$ cat src/sgsw_pkg.sv
// Constants, enumerations and carriers of the servo gain switch selector
package sgsw_pkg;

  // Timebase of the return delay: 0.1 ms steps on a 40 ns clock
  localparam real         TICK_PERIOD_MS = 0.1;
  localparam real         CLK_PERIOD_NS  = 40.0;
  localparam logic [11:0] TICK_CYCLES    =
    12'($rtoi(TICK_PERIOD_MS * 1.0E6 / CLK_PERIOD_NS + 1.0E-6));

  // Register byte offsets
  localparam logic [7:0] ADDR_CTRL   = 8'h00;
  localparam logic [7:0] ADDR_DELAY  = 8'h04;
  localparam logic [7:0] ADDR_LEVEL  = 8'h08;
  localparam logic [7:0] ADDR_HYST   = 8'h0C;
  localparam logic [7:0] ADDR_STATUS = 8'h10;

  // Field positions
  localparam int CTRL_MODE_LSB    = 0;
  localparam int CTRL_GAININ_BIT  = 8;
  localparam int STAT_GAIN_BIT    = 0;
  localparam int STAT_RETURN_BIT  = 1;
  localparam int STAT_DLY_LSB     = 16;

  // Reset values and ranges
  localparam logic [3:0]  MODE_RST  = 4'h0;
  localparam logic [13:0] DELAY_RST = 14'h000A;
  localparam logic [13:0] DELAY_MAX = 14'h2710;
  localparam logic [14:0] LEVEL_RST = 15'h0000;
  localparam logic [14:0] HYST_RST  = 15'h0000;
  localparam logic [14:0] LEVEL_MAX = 15'h4E20;

  localparam logic [1:0] RESP_OKAY   = 2'h0;
  localparam logic [1:0] RESP_SLVERR = 2'h2;

  typedef enum logic [3:0] {
    SGSW_FIX_FIRST  = 4'h0,
    SGSW_FIX_SECOND = 4'h1,
    SGSW_GAIN_INPUT = 4'h2,
    SGSW_TORQUE     = 4'h3,
    SGSW_SPEED_CMD  = 4'h5,
    SGSW_DEVIATION  = 4'h6,
    SGSW_POS_CMD    = 4'h7,
    SGSW_NOT_INPOS  = 4'h8,
    SGSW_SPEED_ACT  = 4'h9,
    SGSW_CMD_SPEED  = 4'hA
  } sgsw_mode_t;

  typedef enum logic [1:0] {
    SGSW_CTL_POS = 2'h0,
    SGSW_CTL_VEL = 2'h1,
    SGSW_CTL_TRQ = 2'h2,
    SGSW_CTL_FCL = 2'h3
  } sgsw_ctl_t;

  typedef enum logic {
    SGSW_GAIN_FIRST  = 1'b0,
    SGSW_GAIN_SECOND = 1'b1
  } sgsw_gain_t;

  // Quantities from the control loops and the command path
  typedef struct packed {
    logic signed [15:0] torque_cmd;
    logic signed [31:0] speed_cmd;
    logic signed [31:0] speed_act;
    logic signed [31:0] dev_encoder;
    logic signed [31:0] dev_scale;
    logic signed [31:0] pos_cmd;
    logic               inpos;
  } sgsw_loop_t;

  typedef struct packed {
    logic [7:0]  awaddr;
    logic        aw_seen;
    logic [31:0] wdata;
    logic [3:0]  wstrb;
    logic        w_seen;
    logic        bvalid;
    logic [1:0]  bresp;
    logic        rvalid;
    logic [31:0] rdata;
    logic [1:0]  rresp;
    logic [3:0]  mode;
    logic        gainin_en;
    logic [13:0] delay;
    logic [14:0] level;
    logic [14:0] hyst;
    sgsw_gain_t  gain;
    logic [11:0] tick;
    logic [13:0] dly_cnt;
  } sgsw_state_t;

endpackage

$ cat src/sgsw_selector.sv
// Gain set selector of the position loop with an AXI4-Lite register slave
//
// The implementer's own choices: the register offsets and the AXI4-Lite interface to the registers.
`timescale 1ns/1ps

// Functional notes
// - Mode 5: speed command switches, delayed return
// - Mode 6: deviation switches, delayed return
// - Deviation in encoder or scale counts
// - Mode 7: nonzero position command selects second
// - Mode 8: incomplete positioning selects second
// - Mode 9: actual speed switches, delayed return
// - Mode 10: command up, return needs slow speed
// - Return delay 0..10000 ticks, default 10
// - Trigger level 0..20000
// - Trigger hysteresis 0..20000, default zero
// - Hysteresis above level is clipped to level
// - Mode 3: torque command switches, delayed return
// - Mode 0 fixes first, mode 1 second
// - Mode 2 follows gain input if allocated
module sgsw_selector
  import sgsw_pkg::*;
(
  input  wire logic        clk_i,
  input  wire logic        reset_i,
  input  wire logic        ce_i,
  input  wire sgsw_loop_t  loop_i,
  input  wire sgsw_ctl_t   ctl_mode_i,
  input  wire logic        gain_in_i,
  output logic             second_gain_o,
  input  wire logic [7:0]  s_axi_awaddr_i,
  input  wire logic        s_axi_awvalid_i,
  output logic             s_axi_awready_o,
  input  wire logic [31:0] s_axi_wdata_i,
  input  wire logic [3:0]  s_axi_wstrb_i,
  input  wire logic        s_axi_wvalid_i,
  output logic             s_axi_wready_o,
  output logic [1:0]       s_axi_bresp_o,
  output logic             s_axi_bvalid_o,
  input  wire logic        s_axi_bready_i,
  input  wire logic [7:0]  s_axi_araddr_i,
  input  wire logic        s_axi_arvalid_i,
  output logic             s_axi_arready_o,
  output logic [31:0]      s_axi_rdata_o,
  output logic [1:0]       s_axi_rresp_o,
  output logic             s_axi_rvalid_o,
  input  wire logic        s_axi_rready_i
);

  sgsw_state_t st_reg;
  sgsw_state_t st_next;

  logic        pos_ok;
  logic [14:0] hyst_eff;
  logic [15:0] thr_high;
  logic [14:0] thr_low;
  logic [31:0] dev_sel;
  logic        forced;
  sgsw_gain_t  forced_gain;
  logic        up_c;
  logic        dn_c;
  logic        do_write;
  logic        map_hit;

  // Magnitude as unsigned; the most negative value maps to its true size
  function automatic logic [31:0] mag32(input logic [31:0] v);
    mag32 = v[31] ? 32'(~v + 32'h0000_0001) : v;
  endfunction

  function automatic logic above(input logic [31:0] v, input logic [15:0] thr);
    above = mag32(v) > {16'h0000, thr};
  endfunction

  function automatic logic below(input logic [31:0] v, input logic [14:0] thr);
    below = mag32(v) < {17'h0_0000, thr};
  endfunction

  function automatic logic [31:0] merge(input logic [31:0] old_v,
                                        input logic [31:0] new_v,
                                        input logic [3:0]  strb);
    merge = old_v;
    for (int i = 0; i < 4; i++) begin
      if (strb[i]) begin
        merge[8*i +: 8] = new_v[8*i +: 8];
      end
    end
  endfunction

  function automatic logic [31:0] read_word(input sgsw_state_t s, input logic [7:0] a,
                                            input logic dn);
    read_word = 32'h0000_0000;
    unique case (a)
      ADDR_CTRL: begin
        read_word[CTRL_MODE_LSB +: 4] = s.mode;
        read_word[CTRL_GAININ_BIT]    = s.gainin_en;
      end
      ADDR_DELAY:  read_word[13:0] = s.delay;
      ADDR_LEVEL:  read_word[14:0] = s.level;
      ADDR_HYST:   read_word[14:0] = s.hyst;
      ADDR_STATUS: begin
        read_word[STAT_GAIN_BIT]        = s.gain;
        read_word[STAT_RETURN_BIT]      = dn;
        read_word[STAT_DLY_LSB +: 14]   = s.dly_cnt;
      end
      default:     read_word = 32'h0000_0000;
    endcase
  endfunction

  function automatic logic known_addr(input logic [7:0] a);
    known_addr = (a == ADDR_CTRL) || (a == ADDR_DELAY) || (a == ADDR_LEVEL) ||
                 (a == ADDR_HYST) || (a == ADDR_STATUS);
  endfunction

  // Readies depend on ce_i so nothing is taken while the state is frozen
  assign s_axi_awready_o = ce_i && !st_reg.aw_seen && !st_reg.bvalid;
  assign s_axi_wready_o  = ce_i && !st_reg.w_seen && !st_reg.bvalid;
  assign s_axi_arready_o = ce_i && !st_reg.rvalid;
  assign s_axi_bvalid_o  = st_reg.bvalid;
  assign s_axi_bresp_o   = st_reg.bresp;
  assign s_axi_rvalid_o  = st_reg.rvalid;
  assign s_axi_rdata_o   = st_reg.rdata;
  assign s_axi_rresp_o   = st_reg.rresp;
  assign second_gain_o   = st_reg.gain;

  assign do_write = st_reg.aw_seen && st_reg.w_seen && !st_reg.bvalid;
  assign map_hit  = known_addr(st_reg.awaddr);

  // Trigger evaluation
  always_comb begin
    pos_ok   = (ctl_mode_i == SGSW_CTL_POS) || (ctl_mode_i == SGSW_CTL_FCL);
    hyst_eff = (st_reg.level < st_reg.hyst) ? st_reg.level : st_reg.hyst;
    thr_high = 16'({1'b0, st_reg.level} + {1'b0, hyst_eff});
    thr_low  = 15'(st_reg.level - hyst_eff);
    dev_sel  = (ctl_mode_i == SGSW_CTL_FCL) ? loop_i.dev_scale
                                            : loop_i.dev_encoder;
    forced      = 1'b0;
    forced_gain = SGSW_GAIN_FIRST;
    up_c        = 1'b0;
    dn_c        = 1'b0;
    case (st_reg.mode)
      SGSW_FIX_FIRST: begin
        forced = 1'b1;
      end
      SGSW_FIX_SECOND: begin
        forced      = 1'b1;
        forced_gain = SGSW_GAIN_SECOND;
      end
      SGSW_GAIN_INPUT: begin
        forced      = 1'b1;
        forced_gain = (gain_in_i && st_reg.gainin_en) ? SGSW_GAIN_SECOND
                                                      : SGSW_GAIN_FIRST;
      end
      SGSW_TORQUE: begin
        up_c = above(32'(loop_i.torque_cmd), thr_high);
        dn_c = below(32'(loop_i.torque_cmd), thr_low);
      end
      SGSW_SPEED_CMD: begin
        up_c = above(loop_i.speed_cmd, thr_high);
        dn_c = below(loop_i.speed_cmd, thr_low);
      end
      SGSW_DEVIATION: begin
        up_c = above(dev_sel, thr_high);
        dn_c = below(dev_sel, thr_low);
      end
      SGSW_POS_CMD: begin
        up_c = loop_i.pos_cmd != 32'h0000_0000;
        dn_c = !up_c;
      end
      SGSW_NOT_INPOS: begin
        up_c = !loop_i.inpos;
        dn_c = loop_i.inpos;
      end
      SGSW_SPEED_ACT: begin
        up_c = above(loop_i.speed_act, thr_high);
        dn_c = below(loop_i.speed_act, thr_low);
      end
      SGSW_CMD_SPEED: begin
        up_c = loop_i.pos_cmd != 32'h0000_0000;
        dn_c = !up_c && below(loop_i.speed_act, thr_low);
      end
      default: begin
        forced = 1'b1;
      end
    endcase
    // Load-dependent modes make no sense outside position-type control
    if (st_reg.mode >= 4'h5 && st_reg.mode <= 4'hA && !pos_ok) begin
      forced      = 1'b1;
      forced_gain = SGSW_GAIN_FIRST;
      up_c        = 1'b0;
      dn_c        = 1'b0;
    end
  end

  // Next state: bus slave and gain sequencer
  always_comb begin
    st_next = st_reg;
    // Write channel
    if (s_axi_awvalid_i && s_axi_awready_o) begin
      st_next.awaddr  = s_axi_awaddr_i;
      st_next.aw_seen = 1'b1;
    end
    if (s_axi_wvalid_i && s_axi_wready_o) begin
      st_next.wdata  = s_axi_wdata_i;
      st_next.wstrb  = s_axi_wstrb_i;
      st_next.w_seen = 1'b1;
    end
    if (do_write) begin
      st_next.aw_seen = 1'b0;
      st_next.w_seen  = 1'b0;
      st_next.bvalid  = 1'b1;
      st_next.bresp   = map_hit ? RESP_OKAY : RESP_SLVERR;
      unique case (st_reg.awaddr)
        ADDR_CTRL: begin
          st_next.mode      = 4'(merge(read_word(st_reg, ADDR_CTRL, dn_c), st_reg.wdata,
                                       st_reg.wstrb) >> CTRL_MODE_LSB);
          st_next.gainin_en = st_reg.wstrb[1] ? st_reg.wdata[CTRL_GAININ_BIT]
                                              : st_reg.gainin_en;
        end
        ADDR_DELAY: begin
          // Out-of-range values saturate rather than wrap
          st_next.delay = (merge({18'h0_0000, st_reg.delay}, st_reg.wdata, st_reg.wstrb)
                           > {18'h0_0000, DELAY_MAX}) ? DELAY_MAX
                          : 14'(merge({18'h0_0000, st_reg.delay}, st_reg.wdata,
                                      st_reg.wstrb));
        end
        ADDR_LEVEL: begin
          st_next.level = (merge({17'h0_0000, st_reg.level}, st_reg.wdata, st_reg.wstrb)
                           > {17'h0_0000, LEVEL_MAX}) ? LEVEL_MAX
                          : 15'(merge({17'h0_0000, st_reg.level}, st_reg.wdata,
                                      st_reg.wstrb));
        end
        ADDR_HYST: begin
          st_next.hyst = (merge({17'h0_0000, st_reg.hyst}, st_reg.wdata, st_reg.wstrb)
                          > {17'h0_0000, LEVEL_MAX}) ? LEVEL_MAX
                         : 15'(merge({17'h0_0000, st_reg.hyst}, st_reg.wdata,
                                     st_reg.wstrb));
        end
        default: begin
          st_next.bvalid = 1'b1;
        end
      endcase
    end
    if (st_reg.bvalid && s_axi_bready_i) begin
      st_next.bvalid = 1'b0;
    end
    // Read channel
    if (s_axi_arvalid_i && s_axi_arready_o) begin
      st_next.rvalid = 1'b1;
      st_next.rdata  = read_word(st_reg, s_axi_araddr_i, dn_c);
      st_next.rresp  = known_addr(s_axi_araddr_i) ? RESP_OKAY : RESP_SLVERR;
    end else if (st_reg.rvalid && s_axi_rready_i) begin
      st_next.rvalid = 1'b0;
    end
    // Gain sequencer
    if (forced) begin
      st_next.gain    = forced_gain;
      st_next.tick    = 12'h000;
      st_next.dly_cnt = 14'h0000;
    end else if (st_reg.gain == SGSW_GAIN_FIRST) begin
      st_next.tick    = 12'h000;
      st_next.dly_cnt = 14'h0000;
      if (up_c) begin
        st_next.gain = SGSW_GAIN_SECOND;
      end
    end else if (!dn_c) begin
      st_next.tick    = 12'h000;
      st_next.dly_cnt = 14'h0000;
    end else if (st_reg.dly_cnt >= st_reg.delay) begin
      st_next.gain    = SGSW_GAIN_FIRST;
      st_next.tick    = 12'h000;
      st_next.dly_cnt = 14'h0000;
    end else if (st_reg.tick == TICK_CYCLES - 12'h001) begin
      st_next.tick    = 12'h000;
      st_next.dly_cnt = st_reg.dly_cnt + 14'h0001;
    end else begin
      st_next.tick = st_reg.tick + 12'h001;
    end
  end

  always_ff @(posedge clk_i) begin
    if (reset_i) begin
      st_reg <= '{mode: MODE_RST, delay: DELAY_RST, level: LEVEL_RST, hyst: HYST_RST,
                  gain: SGSW_GAIN_FIRST, default: '0};
    end else if (ce_i) begin
      st_reg <= st_next;
    end
  end
endmodule

$ cat config.mk
export PLATFORM = sky130hd
export DESIGN_NAME = sgsw_selector
export DESIGN_NICKNAME = d
export VERILOG_FILES = /design/src/sgsw_pkg.sv /design/src/sgsw_selector.sv
export SDC_FILE = /design/constraint.sdc
export NUM_CORES = 1
export LEC_CHECK = 0
export BUFFER_PORTS_ARGS = -buffer_cell sky130_fd_sc_hd__buf_2
export CAP_MARGIN = 40
export CORE_MARGIN = 3
export CORE_UTILIZATION = 55
export CTS_CLUSTER_SIZE = 14
export DETAILED_ROUTE_END_ITERATION = 6
export PLACE_DENSITY = 0.85
export SLEW_MARGIN = 15
export SYNTH_ARGS = -nofsm -noshare
export SYNTH_HDL_FRONTEND = slang
export SYNTH_SLANG_ARGS = --single-unit
$ cat constraint.sdc
create_clock -name clk_i -period 11 [get_ports clk_i]
set_clock_uncertainty 0.05 [all_clocks]
set_input_delay 1.65 -clock clk_i [delete_from_list [all_inputs] [get_ports clk_i]]
set_output_delay 1.65 -clock clk_i [all_outputs]
set_load 0.05 [all_outputs]
==> results of run 1 <==
==> cell type report <==
| cell class | count | area share, % |
|---|---|---|
| well taps | 378 | 2.658 |
| clock buffers | 18 | 2.468 |
| repair buffers | 296 | 8.910 |
| multi-input cells | 1731 | 65.88 |
| inverters | 85 | 1.793 |
| clock inverters | 14 | 0.8509 |
| flip-flops and latches | 155 | 17.44 |
==> Yosys cell counts, types with 44 or more instances <==
cell,number,area (um^2)
nand4_1,44,275.3
dfxtp_1,155,3103
nand3_1,94,470.5
nor4_1,46,287.8
o21ai_0,88,440.4
xnor2_1,74,648.1
nor3_1,71,355.3
ha_1,178,2227
nand2_1,241,904.6
clkbuf_1,61,229.0
mux2i_1,52,520.5
inv_1,84,315.3
nor2_1,160,600.6
a21oi_1,188,940.9
==> per-stage QoR <==
stage               hold WS [ns]  cells
detailed placement        0.3897   2644
CTS                       0.4011   2676
finish                    0.3989   2677
global placement          0.3898   2634
global route              0.4194   2677
floorplan                 0.3823   2086
==> cell usage in the layout (no fill, tap or decap), types with 20 or more instances in the layout <==
cell / n
nand3_1: 94
o21ai_0: 88
xor2_1: 20
ha_1: 177
nor2_1: 160
nand2b_1: 26
xnor2_1: 74
mux2_2: 26
mux2i_1: 52
a21o_1: 40
a211oi_1: 22
buf_2: 276
inv_1: 84
nor3_1: 70
dfxtp_1: 155
nand4_1: 44
a21oi_1: 187
nor4_1: 46
nor2b_1: 25
nand2_1: 241
o31ai_1: 22
==> kinds of logic (layout without fill, tap and decap cells) <==
family	count (synthesis)	count (layout)	synth area share, %
and+or+nand+nor	837	837	26.85
AOI/OAI and AO/OA	529	529	21.82
buffers and inverters	200	413	5.791
adders and majority gates	183	183	14.62
DFF	155	155	19.75
xor gates and xnor gates	94	94	5.241
muxes	83	83	5.895
other	1	5	0.02387
==> metal layers <==
metal	vias to the layer above	GRT usage (%)	wire length (um)
met4	0	15.49	2456
met1	8011	39.06	19940
met5	-	0	0
met3	178	5.346	4642
met2	894	52.85	23740
li1	8095	-	-
==> final timing paths <==
check / start / to / slack, ns / cells past startpoint
max: st_reg[43] / st_reg[10] / 1.01 / 36
min: s_axi_rdata_o[19] / s_axi_rdata_o[19] / 0.40 / 2
max reg2reg: st_reg[43] / st_reg[10] / 1.01 / 36
min reg2reg: s_axi_rdata_o[19] / s_axi_rdata_o[19] / 0.40 / 2
==> worst min-delay path, stage by stage (launching register included) <==
cell     delay [ns]
dfxtp_1        0.31
nand2_1        0.05
a21oi_1        0.05
==> power by group <==
group          internal (mW)  total, mW  switching (mW)
Sequential             0.571      0.581          0.0107
Clock                  0.327      0.590           0.263
Combinational          0.160      0.395           0.235
==> flow_summary.toml, run 1 <==
[drt]
drc = 0
routedWlPerCell_um = 18.97
vias_per_cell = 6.417
detail-route-antenna-nets = 0
wirelength_um = 50780
drtIter0Drc = 1642
dr_total_vias = 17178
drt-pass1-iter-count = 6

[cells_and_area]
num-nets-final = 2706
postLayoutCellArea_um2 = 17790
fillers = 2445
drive_gt1_share_pct = 17.40
fin_util_pct = 63.69
antenna_cells = 0
syn_to_final_growth_pct = 13.27
seqCellArea_um2 = 3103
multi_input_area_um2 = 11720
largest_reg_flops = 121

[sta]
finalSetupTns_ns = 0
period_share_pct = 90.79
layout_setup_ws_ns = 1.013
setup_viol = 0
hold_viol = 0
worst_pin_slew_ns = 0.9831
maxSlewViolCount = 0
rsz0062_at_grt = "false"
slew_headroom_pct = 33.54
max_freq_mhz = 100.1
period_minus_slack_ns = 9.987

[clocking]
post_cts_resized = 0
root_buffer = "clkbuf_16"
clk_latency_ns = 0.43
clkSlewWorstSetupHoldPaths_ns = 0.07
cts_setup_buffers = 0
htree_levels = 4
cts_tree = "yes"
clkSinkCount = 155
ctsHoldBuffers = 0
cts_inserted_buffers = 17
cts.path.max_buffers = 2

[place]
gp_congestion = 0.9947
portBuffers = 276
placed_cell_area_um2 = 17190
place_hpwl_um = 39610
dp_slack_ns = 1.269

[logic_synthesis]
syn_area_um2 = 15710
ys_types = 93
seq_area_frac_synth_pct = 19.75
synth_area_per_cell_um2 = 7.544
synth_edf_count = 0
yosysWarnings = 0
async_flop_share_pct = 0
netlist_instances = 2082
synth_seq_cells = 155
ys.flop_type = "dfxtp_1"

[worst_setup_path]
critPathKind = "flop to flop"
cp_slowest_cell = "a21oi_1"
worst-path-buf-inv = 1
crit_required_ns = 11.33
crit_family = "compound AO/OA/AOI/OAI gates"
crit_path_end_kind = "flop"
worstSetupStartpointType = "flop"
critical_path_arrival_ns = 10.32
cp_max_fo = 12
crit_top_cell = "a21o_1"
cpPeakStageDelay_ns = 0.77

[global_routing]
antenna_found_initial = 0
grt_pass1_wl_um = 80140
grt_max_degree = 87
gr-total-overflow = 0
grt_pass1_vias = 16238
grtUsageTotal_pct = 31.47

[die]
row_count = 61
die_w_um = 175.0
start_util_pct = 56.23
die_y_um = 175.0
ios = 282
die_area_um2 = 30620
core_um2 = 27930

[flow_run]
drv_cap = 0

[worst_hold_path]
worstHoldPathType = "flop to flop"

[pwr]
p_leak_nw = 6.950
p_per_area_nw_per_um2 = 88.04
ir_drop_uv = 117.7
power_mw = 1.566

[outcome]
outcome = "finished clean"
No activity file was read; power rests on OpenSTA's default activity.
==> inputs of run 2 (changes only) <==
- BUFFER_PORTS_ARGS: -buffer_cell sky130_fd_sc_hd__buf_2 -> -buffer_cell sky130_fd_sc_hd__buf_4
==> flow_summary.toml, run 2 (synthesis results as in run 1) <==
[die]
die_y_um = 175.0
start_util_pct = 56.23
die_area_um2 = 30620
core_um2 = 27930
ios = 282
die_w_um = 175.0
row_count = 61

[sta]
period_share_pct = 86.20
rsz0062_at_grt = "false"
finalSetupTns_ns = 0
holdWs_ns = 0.4058
max_freq_mhz = 105.5
setup_viol = 0
hold_viol = 0
worst_pin_slew_ns = 0.9834
maxSlewViolCount = 0
period_minus_slack_ns = 9.482
slew_headroom_pct = 33.97

[worst_setup_path]
crit_required_ns = 11.33
critical_path_arrival_ns = 9.81
crit_top_cell = "a21o_1"
cpPeakStageDelay_ns = 0.74
critPathKind = "flop to flop"
cp_slowest_cell = "a21oi_1"
worstSetupStartpointType = "flop"
crit_path_end_kind = "flop"
cp_max_fo = 14

[global_routing]
gr-total-overflow = 0
grt_max_degree = 77
antenna_found_initial = 0
grt_pass1_vias = 16142
grt_pass1_wl_um = 80960
grtUsageTotal_pct = 31.95

[pwr]
p_leak_nw = 7.141
p_comb_share_pct = 26.1
ir_drop_uv = 146.5
pwr-share-seq_pct = 36.3
p_sw_mw = 0.5089
p_per_area_nw_per_um2 = 87.05
internal-power_mw = 1.096
p_sw_share_pct = 31.70
p_clk_share_pct = 37.6

[clocking]
htree_levels = 4
clkSinkCount = 155
clk_latency_ns = 0.43
post_cts_resized = 0
cts_tree = "yes"
cts_inserted_buffers = 17
cts.path.max_buffers = 2
root_buffer = "clkbuf_16"
ctsHoldBuffers = 0
clkSlewWorstSetupHoldPaths_ns = 0.06
cts_setup_buffers = 0

[place]
portBuffers = 276
gp_congestion = 0.9842
place_hpwl_um = 40020

[outcome]
outcome = "finished clean"

[cells_and_area]
largest_reg_flops = 121
syn_to_final_growth_pct = 17.40
num-nets-final = 2703
drive_gt1_share_pct = 17.30
antenna_cells = 0
layout_common_cells = "buf_4, nand2_1, a21oi_1"
layout_commonest_cell = "buf_4"

[drt]
drtIter0Drc = 1814
detail-route-antenna-nets = 0
drt-pass1-iter-count = 6
routedWlPerCell_um = 19.23
vias_per_cell = 6.399
wirelength_um = 51400
drc = 0
dr_total_vias = 17104

[worst_hold_path]
worstHoldPathType = "flop to flop"

[flow_run]
drv_cap = 0
==> run 2: stage by stage <==
stage | std cells | worst slack, ns | total power, mW | cell area, um^2 | util [%]
after CTS | 2672 | 1.638 | 1.597 | 18430 | 65.99
after floorplan | 2086 | 2.907 | 0.8419 | 15720 | -
after global routing | 2673 | 0.9104 | 1.677 | 18440 | 66.02
after detailed placement | 2641 | 1.687 | 1.001 | 17830 | 63.84
after global placement | 2634 | 1.488 | 0.9848 | 17760 | 63.56
final | 2673 | 1.518 | 1.605 | 18440 | 66.02
==> run 2: final timing paths <==
check,cells past startpoint,slack (ns),start,endpoint
max,36,1.52,st_reg[43],st_reg[10]
min,2,0.41,s_axi_rdata_o[28],s_axi_rdata_o[28]
max reg2reg,36,1.52,st_reg[43],st_reg[10]
min reg2reg,2,0.41,s_axi_rdata_o[28],s_axi_rdata_o[28]
==> run 2: critical path, delay by kind of cell (launching register included) <==
kind	cells	cell delay, ns
AND/OR/NAND/NOR	8	1.24
AO/OA/AOI/OAI	20	5.03
buffers and inverters	1	0.22
adder cells (fa/ha/maj)	5	1.77
multiplexers	1	0.35
XOR/XNOR	1	0.25
flip-flops	1	0.50
==> run 2: power groups by stage <==
stage / clock network (mW) / logic (mW) / registers, mW
finish: 0.604 / 0.419 / 0.582
global route: 0.635 / 0.459 / 0.583
CTS: 0.605 / 0.410 / 0.581
detailed placement: 0 / 0.407 / 0.594
global placement: 0 / 0.391 / 0.593
floorplan: 0 / 0.251 / 0.591
==> run 2: layout make-up <==
cell class | instances | area (um^2)
Tap cell | 378 | 473.0
Clock buffer | 17 | 425.4
Clock inverter | 14 | 173.9
Timing Repair Buffer | 293 | 2226
Fill cell | 2364 | 9493
Sequential cell | 155 | 3103
Inverter | 85 | 319.1
Multi-Input combinational cell | 1731 | 11720
==> run 2: layer usage <==
layer,up-vias,part of all wire (%),global-route usage (%)
li1,8074,-,-
met1,7963,40,40.83
met2,889,46,52.38
met3,178,8.9,6.019
met4,0,4.8,14.53
met5,-,0,0
